$ cat config.mk
export PLATFORM = sky130hd
export DESIGN_NAME = hardware_option_loader
export DESIGN_NICKNAME = d
export VERILOG_FILES = /design/src/design/opt_loader_pkg.sv /design/src/design/pin_mux_if.sv /design/src/design/hardware_option_loader.sv /design/src/design/debug_pin_mux.sv
export VERILOG_INCLUDE_DIRS = /design/src /design/src/design
export SDC_FILE = /design/constraint.sdc
export NUM_CORES = 1
export LEC_CHECK = 0
export BUFFER_PORTS_ARGS = -buffer_cell sky130_fd_sc_hd__buf_4
export CAP_MARGIN = 20
export CORE_ASPECT_RATIO = 0.7
export CORE_MARGIN = 2
export CORE_UTILIZATION = 60
export CTS_BUF_LIST = sky130_fd_sc_hd__clkbuf_16
export CTS_CLUSTER_SIZE = 25
export DETAILED_ROUTE_END_ITERATION = 6
export GPL_TIMING_DRIVEN = 0
export PLACE_DENSITY = 0.83
export SLEW_MARGIN = 20
export SYNTH_ARGS = -nofsm -noshare
export SYNTH_HDL_FRONTEND = slang
export SYNTH_SLANG_ARGS = --single-unit
$ cat constraint.sdc
create_clock -name clk -period 13 [get_ports clk]
set_clock_uncertainty 0.2 [all_clocks]
set_input_delay 1.95 -clock clk [delete_from_list [all_inputs] [get_ports clk]]
set_output_delay 1.95 -clock clk [all_outputs]
set_load 0.02 [all_outputs]
$ cat src/design/opt_loader_consts.svh
// loader constants: apb offsets, option fields, resets
// assumes inclusion by the design files and the test bench
`ifndef OPT_LOADER_CONSTS_SVH
`define OPT_LOADER_CONSTS_SVH

// ****
// register map (byte addresses)
// ****
`define OFS_OPTION         12'h000
`define OFS_STATUS         12'h004
`define OFS_WDT_CTRL       12'h008
`define OFS_DEBUG_CTRL     12'h00c
`define OFS_FIELD_BOUND    12'h010
`define OFS_PROG_ADDR      12'h014
`define OFS_PROG_DATA      12'h018
`define OFS_DEBUG_CMD      12'h01c
`define OFS_BREAK_BASE     12'h020

// ****
// option word field positions
// ****
`define OPT_LOCK           0
`define OPT_PWRUP_BOOT     1
`define OPT_ANYRST_BOOT    2
`define OPT_BOOT_LO        3
`define OPT_BOOT_HI        5
`define OPT_BO2_SEL_LO     6
`define OPT_BO2_SEL_HI     8
`define OPT_BO1_RESET      9
`define OPT_BO2_RESET      10
`define OPT_WDT_RESET      11
`define OPT_WDT_NONSTOP    12
`define OPT_WDT_AUTOSTART  13
`define OPT_WDT_IDLE       14
`define OPT_WDT_PS_LO      15
`define OPT_WDT_PS_HI      17
`define OPT_WDT_WPROT      18
`define OPT_FIELD_LO       19
`define OPT_FIELD_HI       26
`define OPT_WIDTH          27

// erased: all off
`define OPT_ERASED         27'h0000000

// ****
// watchdog control field positions
// ****
`define WDT_ENABLE         7
`define WDT_RESET_EN       6
`define WDT_NONSTOP        5
`define WDT_IDLE           4
`define WDT_PS_HI          2

// ****
// addresses and misc values
// ****
`define FLASH_END          16'h1fff
`define MAIN_START         16'h0000
`define LOCKED_BYTE        8'hff
`define DEBUG_CTRL_RESET   8'h01
`define BO2_SEL_2V4        3'b110

`endif

$ cat src/design/opt_loader_pkg.sv
// types shared by the option loader files
// assumes nothing beyond the consts header
package opt_loader_pkg;

   typedef enum logic [2:0] {
      dbg_none   = 3'b000,
      dbg_reset  = 3'b001,
      dbg_run    = 3'b010,
      dbg_stop   = 3'b011,
      dbg_step   = 3'b100,
      dbg_cursor = 3'b101
   } debug_cmd_t;

   typedef enum logic [1:0] {
      ld_idle  = 2'b00,
      ld_load  = 2'b01,
      ld_run   = 2'b10
   } load_state_t;

endpackage

$ cat src/design/pin_mux_if.sv
// bundle between the loader and its debug pin mux
// assumes one clock domain
`timescale 1ns/1ps
interface pin_mux_if;
   logic debug_enable;
   logic halted;
   logic dbg_clk_in;
   logic dbg_data_in;
   modport loader (output debug_enable, output halted, input dbg_clk_in, input dbg_data_in);
   modport mux    (input debug_enable, input halted, output dbg_clk_in, output dbg_data_in);
endinterface

$ cat src/design/hardware_option_loader.sv
// option loader: options, boot select, watchdog presets, debug
// assumes apb master on clk; options kept in flops
//
// Overview of operation
// - erase clears all options and the flash
// - locked code reads back as ff
// - boot region runs from start to 1fff
// - power-up boot follows power-up select
// - any-reset select boots region on debug reset only
// - field region set by option or software
// - three bits pick secondary brown-out threshold
// - primary brown-out resets to main start
// - secondary brown-out resets to main start
// - option presets watchdog reset enable
// - option presets watchdog non-stop bit
// - auto-start loads watchdog control at power-on
// - write protect blocks watchdog writes except the enable bit
// - debug owns p4.4/p4.5 after power-on
// - debug enable bit returns pins
// - programming only while device halted
// - programming path writes flash and options
// - reset run stop step cursor supported
// - up to four breakpoints, each with its own arm bit
//
// Added by the designer: register access over APB and the register offsets.
`timescale 1ns/1ps
`include "opt_loader_consts.svh"
module hardware_option_loader #(
   parameter int BREAKS = 4,
   parameter int FLASH_WORDS = 16
) (
   input  wire logic        clk,
   input  wire logic        rst,
   input  wire logic        power_on,
   input  wire logic        psel,
   input  wire logic        penable,
   input  wire logic        pwrite,
   input  wire logic [11:0] paddr,
   input  wire logic [31:0] pwdata,
   output logic [31:0]      prdata,
   output logic             pready,
   output logic             pslverr,
   input  wire logic        adapter_reset,
   input  wire logic        primary_brownout_detector,
   input  wire logic        secondary_brownout_detector,
   input  wire logic        watchdog_timeout_flag,
   input  wire logic [15:0] cpu_pc,
   input  wire logic        pin44_in,
   input  wire logic        pin45_in,
   input  wire logic        port44_out,
   input  wire logic        port44_oe,
   input  wire logic        port45_out,
   input  wire logic        port45_oe,
   output logic             pin44_out,
   output logic             pin44_oe,
   output logic             pin45_out,
   output logic             pin45_oe,
   output logic             port44_in,
   output logic             port45_in,
   output logic             cpu_reset,
   output logic             cpu_halt,
   output logic [15:0]      boot_address,
   output logic [15:0]      boot_region_start,
   output logic             boot_region_valid,
   output logic [2:0]       brownout2_threshold,
   output logic [7:0]       watchdog_control_register,
   output logic [7:0]       field_data_lower_boundary
);
   initial begin
      if (BREAKS < 1 || BREAKS > 4) $error("BREAKS must be 1..4");
      if (FLASH_WORDS < 2 || FLASH_WORDS > 256) $error("FLASH_WORDS must be 2..256");
   end

   localparam int FW = $clog2(FLASH_WORDS);

   typedef struct packed {
      opt_loader_pkg::load_state_t ld;
      logic [`OPT_WIDTH-1:0]       opt;
      logic [7:0]                  wdt;
      logic                        debug_en;
      logic [7:0]                  field_bound;
      logic [15:0]                 boot;
      logic                        cold;
      logic                        halt;
      logic                        stepping;
      logic                        cursor_arm;
      logic [15:0]                 cursor;
      logic [15:0]                 prog_addr;
      logic [31:0]                 rdata;
      logic [2:0]                  rst_s1;
      logic [2:0]                  rst_s2;
      logic                        hold_reset;
      logic [BREAKS*17-1:0]        brk;
      logic [FLASH_WORDS*8-1:0]    flash;
   } loader_state_t;

   loader_state_t st;
   loader_state_t next_st;
   pin_mux_if     mux_bus();

   // ****
   // decoding helpers
   // ****
   // region start from size code; 0 means none
   function automatic logic [15:0] region_start(input logic [2:0] code);
      logic [15:0] s;
      s = 16'h0000;
      unique case (code)
         3'h1: s = 16'h1e00;
         3'h2: s = 16'h1c00;
         3'h3: s = 16'h1a00;
         3'h4: s = 16'h1800;
         3'h5: s = 16'h1600;
         3'h6: s = 16'h1400;
         3'h7: s = 16'h1200;
         3'h0: s = 16'h0000;
      endcase
      return s;
   endfunction

   // brown-out or watchdog reset causes
   function automatic logic warm_cause(input logic [`OPT_WIDTH-1:0] o, input logic b1,
                                       input logic b2, input logic wf, input logic [7:0] w);
      return (o[`OPT_BO1_RESET] & b1) | (o[`OPT_BO2_RESET] & b2) | (w[`WDT_RESET_EN] & wf);
   endfunction

   logic [2:0]  boot_code;
   logic        region_ok;
   logic        warm;
   logic        hit;
   logic        apb_wr;
   logic        apb_rd;
   logic [FW-1:0] fidx;

   assign boot_code = st.opt[`OPT_BOOT_HI:`OPT_BOOT_LO];
   assign region_ok = (boot_code != 3'h0);
   assign warm      = warm_cause(st.opt, st.rst_s2[0], st.rst_s2[1], watchdog_timeout_flag,
                                 st.wdt);
   assign apb_wr    = psel & penable & pwrite;
   assign apb_rd    = psel & penable & ~pwrite;
   assign fidx      = st.prog_addr[FW-1:0];

   // compare all armed breakpoints
   always_comb begin
      hit = 1'b0;
      for (int i = 0; i < BREAKS; i++) begin
         if (st.brk[i*17+16] && st.brk[i*17 +: 16] == cpu_pc) begin
            hit = 1'b1;
         end
      end
   end

   // ****
   // next state
   // ****
   always_comb begin
      next_st            = st;
      // adapter reset is a pin too, so it is synchronised with the detectors
      next_st.rst_s1     = {adapter_reset, secondary_brownout_detector,
                            primary_brownout_detector};
      next_st.rst_s2     = st.rst_s1;
      next_st.hold_reset = 1'b0;
      next_st.stepping   = 1'b0;

      unique case (st.ld)
         opt_loader_pkg::ld_idle: begin
            next_st.ld = opt_loader_pkg::ld_load;
         end
         opt_loader_pkg::ld_load: begin
            // apply options before the core leaves reset
            next_st.field_bound = st.opt[`OPT_FIELD_HI:`OPT_FIELD_LO];
            if (st.cold) begin
               if (st.opt[`OPT_WDT_AUTOSTART]) begin
                  next_st.wdt = {1'b1, st.opt[`OPT_WDT_RESET], st.opt[`OPT_WDT_NONSTOP],
                                 st.opt[`OPT_WDT_IDLE], 1'b0,
                                 st.opt[`OPT_WDT_PS_HI:`OPT_WDT_PS_LO]};
               end else begin
                  next_st.wdt = {1'b0, st.opt[`OPT_WDT_RESET], st.opt[`OPT_WDT_NONSTOP],
                                 5'h00};
               end
               next_st.boot = (st.opt[`OPT_PWRUP_BOOT] && region_ok) ?
                              region_start(boot_code) : `MAIN_START;
            end else if (st.opt[`OPT_ANYRST_BOOT] && region_ok) begin
               next_st.boot = region_start(boot_code);
            end
            next_st.cold = 1'b0;
            next_st.ld   = opt_loader_pkg::ld_run;
         end
         opt_loader_pkg::ld_run: begin
            if (warm) begin
               // restart at main start
               next_st.boot       = `MAIN_START;
               next_st.hold_reset = 1'b1;
            end
         end
      endcase

      // adapter reset halts the core
      if (st.rst_s2[2]) begin
         next_st.halt = 1'b1;
      end

      if (st.halt && st.cursor_arm && hit) begin
         next_st.halt = 1'b1;
      end
      if (!st.halt && (hit || (st.cursor_arm && cpu_pc == st.cursor))) begin
         next_st.halt       = 1'b1;
         next_st.cursor_arm = 1'b0;
      end
      if (st.stepping) begin
         next_st.halt = 1'b1;
      end

      // apb writes on the access edge
      if (apb_wr) begin
         unique case (paddr)
            `OFS_OPTION: begin
               if (st.halt) begin
                  next_st.opt = pwdata[`OPT_WIDTH-1:0];
               end
            end
            `OFS_STATUS: begin
               if (st.halt && pwdata[0]) begin
                  // whole-chip erase
                  next_st.opt   = `OPT_ERASED;
                  next_st.flash = '1;
               end
            end
            `OFS_WDT_CTRL: begin
               next_st.wdt[`WDT_ENABLE] = pwdata[`WDT_ENABLE];
               if (!st.opt[`OPT_WDT_WPROT]) begin
                  next_st.wdt[6:0] = pwdata[6:0];
               end
            end
            `OFS_DEBUG_CTRL: next_st.debug_en = pwdata[0];
            `OFS_FIELD_BOUND: next_st.field_bound = pwdata[7:0];
            `OFS_PROG_ADDR: next_st.prog_addr = pwdata[15:0];
            `OFS_PROG_DATA: begin
               if (st.halt) begin
                  next_st.flash[fidx*8 +: 8] = pwdata[7:0];
               end
            end
            `OFS_DEBUG_CMD: begin
               unique case (opt_loader_pkg::debug_cmd_t'(pwdata[2:0]))
                  opt_loader_pkg::dbg_reset: begin
                     next_st.ld   = opt_loader_pkg::ld_idle;
                     next_st.halt = 1'b1;
                  end
                  opt_loader_pkg::dbg_run: next_st.halt = 1'b0;
                  opt_loader_pkg::dbg_stop: next_st.halt = 1'b1;
                  opt_loader_pkg::dbg_step: begin
                     next_st.halt     = 1'b0;
                     next_st.stepping = 1'b1;
                  end
                  opt_loader_pkg::dbg_cursor: begin
                     next_st.cursor     = pwdata[31:16];
                     next_st.cursor_arm = 1'b1;
                     next_st.halt       = 1'b0;
                  end
                  default: next_st.halt = st.halt;
               endcase
            end
            default: begin
               for (int i = 0; i < BREAKS; i++) begin
                  if (paddr == `OFS_BREAK_BASE + 12'(i * 4)) begin
                     next_st.brk[i*17 +: 17] = pwdata[16:0];
                  end
               end
            end
         endcase
      end

      // read data registered in setup
      next_st.rdata = 32'h0000_0000;
      if (psel && !penable && !pwrite) begin
         unique case (paddr)
            `OFS_OPTION: next_st.rdata = {5'h00, st.opt};
            `OFS_STATUS: next_st.rdata = {16'h0000, st.boot};
            `OFS_WDT_CTRL: next_st.rdata = {24'h000000, st.wdt};
            `OFS_DEBUG_CTRL: next_st.rdata = {31'h0, st.debug_en};
            `OFS_FIELD_BOUND: next_st.rdata = {24'h000000, st.field_bound};
            `OFS_PROG_ADDR: next_st.rdata = {16'h0000, st.prog_addr};
            `OFS_PROG_DATA: next_st.rdata = {24'h000000, st.opt[`OPT_LOCK] ?
                                             `LOCKED_BYTE : st.flash[fidx*8 +: 8]};
            `OFS_DEBUG_CMD: next_st.rdata = {30'h0, st.cursor_arm, st.halt};
            default: begin
               for (int i = 0; i < BREAKS; i++) begin
                  if (paddr == `OFS_BREAK_BASE + 12'(i * 4)) begin
                     next_st.rdata = {15'h0000, st.brk[i*17 +: 17]};
                  end
               end
            end
         endcase
      end
   end

   // ****
   // state register
   // ****
   always_ff @(posedge clk or posedge rst) begin
      if (rst) begin
         st          <= '0;
         st.ld       <= opt_loader_pkg::ld_idle;
         st.debug_en <= 1'b1;
         st.cold     <= 1'b1;
      end else if (power_on) begin
         // a new power-on reloads presets; stored options stay
         st.ld       <= opt_loader_pkg::ld_idle;
         st.cold     <= 1'b1;
         st.debug_en <= 1'b1;
      end else begin
         st <= next_st;
      end
   end

   assign mux_bus.debug_enable = st.debug_en;
   assign mux_bus.halted       = st.halt;

   debug_pin_mux u_mux (
      .clk        (clk),
      .rst        (rst),
      .bus        (mux_bus.mux),
      .pin44_in   (pin44_in),
      .pin45_in   (pin45_in),
      .port44_out (port44_out),
      .port44_oe  (port44_oe),
      .port45_out (port45_out),
      .port45_oe  (port45_oe),
      .pin44_out  (pin44_out),
      .pin44_oe   (pin44_oe),
      .pin45_out  (pin45_out),
      .pin45_oe   (pin45_oe),
      .port44_in  (port44_in),
      .port45_in  (port45_in)
   );

   // ****
   // outputs
   // ****
   // core held in reset until options applied
   assign cpu_reset                 = (st.ld != opt_loader_pkg::ld_run) | st.hold_reset;
   assign cpu_halt                  = st.halt;
   assign boot_address              = st.boot;
   assign boot_region_start         = region_start(boot_code);
   assign boot_region_valid         = region_ok;
   assign brownout2_threshold       = st.opt[`OPT_BO2_SEL_HI:`OPT_BO2_SEL_LO];
   assign watchdog_control_register = st.wdt;
   assign field_data_lower_boundary = st.field_bound;
   assign prdata                    = st.rdata;
   assign pready                    = 1'b1;
   assign pslverr                   = 1'b0;
endmodule

$ cat src/design/debug_pin_mux.sv
// routes p4.4/p4.5 between debug lines and port
// assumes pins arrive asynchronously and are synchronised here
`timescale 1ns/1ps
module debug_pin_mux (
   input  wire logic clk,
   input  wire logic rst,
   pin_mux_if.mux    bus,
   input  wire logic pin44_in,
   input  wire logic pin45_in,
   input  wire logic port44_out,
   input  wire logic port44_oe,
   input  wire logic port45_out,
   input  wire logic port45_oe,
   output logic      pin44_out,
   output logic      pin44_oe,
   output logic      pin45_out,
   output logic      pin45_oe,
   output logic      port44_in,
   output logic      port45_in
);
   typedef struct packed {
      logic [1:0] s1;
      logic [1:0] s2;
   } mux_state_t;

   mux_state_t st;
   mux_state_t next_st;

   // ****
   // synchroniser
   // ****
   // second stage reads first only
   always_comb begin
      next_st    = st;
      next_st.s1 = {pin45_in, pin44_in};
      next_st.s2 = st.s1;
   end

   always_ff @(posedge clk or posedge rst) begin
      if (rst) begin
         st <= '0;
      end else begin
         st <= next_st;
      end
   end

   // port drives pins only with debug off
   assign bus.dbg_clk_in  = bus.debug_enable & st.s2[0];
   assign bus.dbg_data_in = bus.debug_enable & st.s2[1];
   assign pin44_out = port44_out;
   assign pin45_out = port45_out;
   // no drive while halted
   assign pin44_oe  = ~bus.debug_enable & ~bus.halted & port44_oe;
   assign pin45_oe  = ~bus.debug_enable & ~bus.halted & port45_oe;
   assign port44_in = st.s2[0];
   assign port45_in = st.s2[1];
endmodule

==> impl_metrics.tcl, run 1 <==
set metrics [dict create \
    holdWs_ns 0.153 \
    setup.worst_path.start_class "input pin" \
    detail_route.wl_per_cell_um 25.6 \
    wl_mm 56.1 \
    crit_buf_inv 2 \
    clock_latency_ns 0.58 \
    slowest_stage "nor3b_1" \
    cpPeakStageDelay_ns 0.19 \
    drc 5 \
    num_rows 51 \
    crit_top_cell "buf_4" \
    cp_top_family "buffers and inverters" \
    initial_core_util 0.608 \
    setup_viol 0 \
    finish.utilization 0.698 \
    max_freq_ghz 0.220 \
    cts.sinks 320 \
    clock_path_buffers 3 \
    grt_max_degree 101 \
    dp.cells 2134 \
    fillCellCount 2067 \
    tightestPinTransition_ns 1.05 \
    die_area_sq_um 29500 \
    hold_viol_final 0 \
    layout-drive-gt1-share 0.258 \
    viasPerCell 6.45 \
    antenna_found_initial 0 \
    rsz0062_at_grt "false" \
    cts_tree "built" \
    cp.required_ns 10.85 \
    synthCells 1613 \
    grt_pass1_wl_mm 83.2 \
    period_needed_ns 4.55 \
    crit_fanout 1 \
    ios 170 \
    layout_commonest_cell "dfrtp_1" \
    dp_worst_setup_slack_ns 8.08 \
    drtAntennaViolNets 0 \
    placed_area_sq_um 18400 \
    cap_viol_max_count 0 \
    postLayoutCellArea_sq_um 19300 \
    core_sq_um 27700 \
    multi_input_area_sq_um 7690 \
    numCtsBuffers 31 \
    grt_overflow 0 \
    cellPowerDensity_nw_per_um2 106 \
    cts_hold_buf 0 \
    regArea_sq_um 8010 \
    synth-edff-count 0 \
    cts_root_buf "clkbuf_16" \
    hp-class "flop to flop" \
    dr.pass1.iters 7 \
    cts_setup_buffers 0 \
    ir_worst_vdd_uv 112 \
    synthFlopType "dfrtp_1" \
    htree_num_levels 1 \
    place_congestion 1.01 \
    layout_worst_path_cycle_share 0.350 \
    worstPathCellList "buf_4, nor3b_1, buf_4" \
    most-common-layout-cells "dfrtp_1, nand2_1, buf_4" \
    cp.arrival_ns 2.40 \
    num_vias 14100 \
    synth_area_per_cell_sq_um 10.4 \
    drv_slew 0 \
    slew_headroom 0.293 \
    endpoint_kind "output pin" \
    dp_hpwl_mm 41.9 \
    drtIter0Drc 2121 \
    syn_area_sq_um 16800 \
    grt_pass1_vias 13400 \
    final_cell_count_no_fill 2188 \
    timing.final.ws_setup_ns 8.45 \
    grt_usage 0.386 \
    die_h_um 144 \
    io_buffers 118 \
    final_nets 1879 \
    die_x_um 204 \
    ys.warnings.count 0 \
    violations "design-rule violations" \
    status "complete, but fails checks" \
    path_clk_slew_ns 0.06 \
    synth_seq_cells 320 \
    crit_type "input pin to output pin" \
    area_growth_pct 14.7 \
    diodes 0 \
    leakagePower_nw 9.11 \
    ys_types 77 \
    synth-seq-area-share 0.476 \
    synthArstFlopShare 1.00 \
    cts_resized 0 \
]
-- metal layers --
| metal | vias up | wire length [um] | track usage |
|---|---|---|---|
| met4 | 0 | 1590 | 0.104 |
| met1 | 6930 | 23100 | 0.573 |
| met3 | 134 | 9740 | 0.184 |
| met2 | 1100 | 21600 | 0.498 |
| li1 | 5955 | - | - |
| met5 | - | 0 | 0 |
-- cells by family after synthesis --
family,count (synthesis),synth area share
simple gates,404,0.114
compound gates,387,0.140
flops,320,0.476
buf+inv,221,0.0753
mux,191,0.147
xor+xnor,81,0.0421
fa+ha+maj,7,0.00520
other cells,2,0.000446
-- synthesized netlist by cell type (all sizes together), types with 5 or more instances --
master,n,share of area
nand2,231,0.053
a222oi,5,0.0030
mux4,33,0.044
nor4,20,0.0087
dfrtp,318,0.47
nor2b,11,0.0041
o21a,5,0.0022
a22o,11,0.0057
nand4,7,0.0030
a21oi,79,0.023
nand2b,10,0.0037
xnor2,28,0.015
o31ai,6,0.0027
nor3b,5,0.0025
a22oi,17,0.0076
a211oi,7,0.0031
nor2,46,0.011
xor2,53,0.028
nor3,29,0.010
nand3,15,0.0045
buf,128,0.055
inv,23,0.0051
a221oi,9,0.0047
ha,7,0.0052
mux2i,34,0.020
o21ai,206,0.065
clkbuf,70,0.016
mux2,124,0.083
a21o,7,0.0031
-- through the flow --
step | total power [mW] | setup TNS, ns
global route | 2.09 | 0
detailed placement | 1.21 | 0
CTS | 2.03 | 0
global placement | 1.20 | -367.40
floorplan | 1.13 | 0
finish | 2.04 | 0
-- path summary, 6_finish.rpt --
kind / startpoint / endpoint / slack, ns / cells past startpoint
setup / recovery: port44_oe / pin44_oe / 8.45 / 3
hold / removal: u_mux.next_st[0]$_DFF_PP0_ / u_mux.port44_in$_DFF_PP0_ / 0.15 / 0
setup reg to reg: fidx[1]$_DFFE_PP0P_ / st[112]$_DFFE_PP0P_ / 8.53 / 11
hold reg to reg: u_mux.next_st[0]$_DFF_PP0_ / u_mux.port44_in$_DFF_PP0_ / 0.15 / 0
max in group asynchronous: rst / st[117]$_DFFE_PP0P_ / 10.21 / 4
min in group asynchronous: rst / st[255]$_DFFE_PP0P_ / 1.18 / 2
-- cell type report --
class                   instances  area share
plain buffers                 198      0.0612
clock buffers                  31      0.0402
clock inverters                23     0.00706
inverters                      23     0.00486
multi-input cells            1101       0.398
flip-flops and latches        320       0.415
well taps                     371      0.0240
repair buffers                121      0.0501
-- report_power, final --
part           total [mW]  switching, mW  internal (mW)
Sequential           1.02         0.0134           1.01
Combinational       0.178          0.118         0.0600
Clock               0.843          0.393          0.450
Total                2.04          0.525           1.52
-- registers in the layout, indices dropped and copies added (netlist names), 2 cells and up --
register,count
prdata,27
st,254
brownout2_threshold,3
next_st,3
watchdog_control_register,8
boot_code,3
boot_address,4
fidx,4
field_data_lower_boundary,8
u_mux.next_st,2
No activity file was read; power rests on OpenSTA's default activity.
==> inputs of run 2 (changes only) <==
clock period = 4.4 ns   (was 13 ns; I/O delays follow)
==> impl_metrics.tcl, run 2 (same netlist as run 1, synthesis figures left out) <==
set metrics [dict create \
    regArea_sq_um 8010 \
    drtAntennaViolNets 0 \
    dp.cells 2142 \
    max_freq_ghz 0.241 \
    drtIter0Drc 1795 \
    layout_worst_path_cycle_share 0.944 \
    diodes 0 \
    period_needed_ns 4.15 \
    cts.sinks 320 \
    status "complete, but fails checks" \
    num_rows 51 \
    grt_overflow 0 \
    numCtsBuffers 34 \
    area_growth_pct 16.9 \
    drv_slew 0 \
    finish.utilization 0.711 \
    ir_worst_vdd_uv 219 \
    cellPowerDensity_nw_per_um2 335 \
    placed_area_sq_um 18500 \
    grt_pass1_vias 13800 \
    path_clk_slew_ns 0.07 \
    fillCellCount 2025 \
    ios 170 \
    cts_hold_buf 0 \
    die_x_um 204 \
    detail_route.wl_per_cell_um 26.1 \
    antenna_found_initial 2 \
    wirelength_met1_mm 23.5 \
    cp.arrival_ns 4.33 \
    final_nets 1890 \
    most-common-layout-cells "dfrtp_1, nand2_1, buf_4" \
    htree_num_levels 2 \
    rsz0062_at_grt "false" \
    endpoint_kind "flop" \
    tightestPinTransition_ns 1.16 \
    dr.pass1.iters 7 \
    core_sq_um 27700 \
    hold_viol_final 0 \
    viasPerCell 6.49 \
    cts_resized 1 \
    top_layer "met5" \
    leakagePower_nw 9.28 \
    cap_viol_max_count 0 \
    clock_path_buffers 3 \
    cts_setup_buffers 0 \
    grt_max_degree 36 \
    grt_usage 0.395 \
    grt_pass1_wl_mm 84.6 \
    clock_latency_ns 0.53 \
    setup.worst_path.start_class "flop" \
    wl_met3_mm 9.74 \
    cts_tree "built" \
    postLayoutCellArea_sq_um 19700 \
    hp-class "input pin to asynchronous set/reset pin" \
    layout_commonest_cell "dfrtp_1" \
    initial_core_util 0.608 \
    route.met2.wl_mm 22.3 \
    violations "design-rule violations" \
    crit_type "flop to flop" \
    wl_mm 57.5 \
    largest_register_ffs 254 \
    die_area_sq_um 29500 \
    drc 2 \
    top_register "st" \
    place_congestion 0.991 \
    die_h_um 144 \
    crit_fanout 10 \
    multi_input_area_sq_um 7690 \
    fin_setup_tns_ns 0 \
    final_cell_count_no_fill 2203 \
    cts_root_buf "clkbuf_16" \
    cp.required_ns 4.58 \
    setup_viol 0 \
    layout-drive-gt1-share 0.265 \
    num_vias 14300 \
    io_buffers 118 \
    slew_headroom 0.218 \
    dp_hpwl_mm 43.2 \
]
## run 2: cell count changes in the layout (fill, tap and decap cells not counted), moves of 2 or more
| cell | delta |
|---|---|
| buf_16 | -2 |
| clkinv_2 | -4 |
| clkinvlp_4 | +3 |
| bufinv_16 | +5 |
| clkbuf_16 | +4 |
| buf_12 | +9 |
## run 2: layout make-up
cell class | instances | share of cell area
Sequential cell | 320 | 0.407
Clock inverter | 26 | 0.0139
Buffer | 198 | 0.0601
Inverter | 23 | 0.00458
Clock buffer | 35 | 0.0445
Tap cell | 371 | 0.0236
Timing Repair Buffer | 129 | 0.0559
Multi-Input combinational cell | 1101 | 0.391
## run 2: final timing paths
check,cells after the start,to,from,slack (ns)
setup / recovery,12,st[93]$_DFFE_PP0P_,fidx[0]$_DFFE_PP0P_,0.25
min in group clk,1,u_mux.next_st[1]$_DFF_PP0_,pin45_in,0.05
setup reg to reg,12,st[93]$_DFFE_PP0P_,fidx[0]$_DFFE_PP0P_,0.25
hold reg to reg,0,u_mux.port44_in$_DFF_PP0_,u_mux.next_st[0]$_DFF_PP0_,0.16
hold / removal,2,st[133]$_DFFE_PP0P_,rst,0.02
max in group asynchronous,6,st[39]$_DFFE_PP0P_,rst,2.64
## run 2: power breakdown
group	switching, mW	leakage, nW	internal (mW)
Clock	1.23	0.583	1.80
Combinational	0.356	4.31	0.188
Sequential	0.0418	4.39	2.97
## run 2: critical path, cell delays in order, from the launching register on
cell and delay [ns]:
dfrtp_1 0.34, buf_2 0.22, buf_2 0.40, buf_2 0.43
inv_1 0.12, ha_1 0.43, nor2b_1 0.07, clkbuf_1 0.26
nand3_1 0.27, nor2_1 0.08, o21ai_1 0.59, clkbuf_1 0.41
o21ai_0 0.18
## run 2: stage by stage
step           setup WS, ns  hold slack [ns]  power (mW)
6_report              0.247           0.0204        6.59
2_1_floorplan        -0.725            0.131        3.35
4_1_cts               0.270           0.0401        6.55
3_3_place_gp          -2.45            0.134        3.55
3_5_place_dp       -0.00839            0.141        3.59
5_1_grt              0.0856           0.0496        6.72
## run 2: layer usage
layer,track usage,up-vias
li1,-,5970
met1,0.582,7035
met2,0.516,1124
met3,0.169,157
met4,0.117,10
met5,0.0663,-
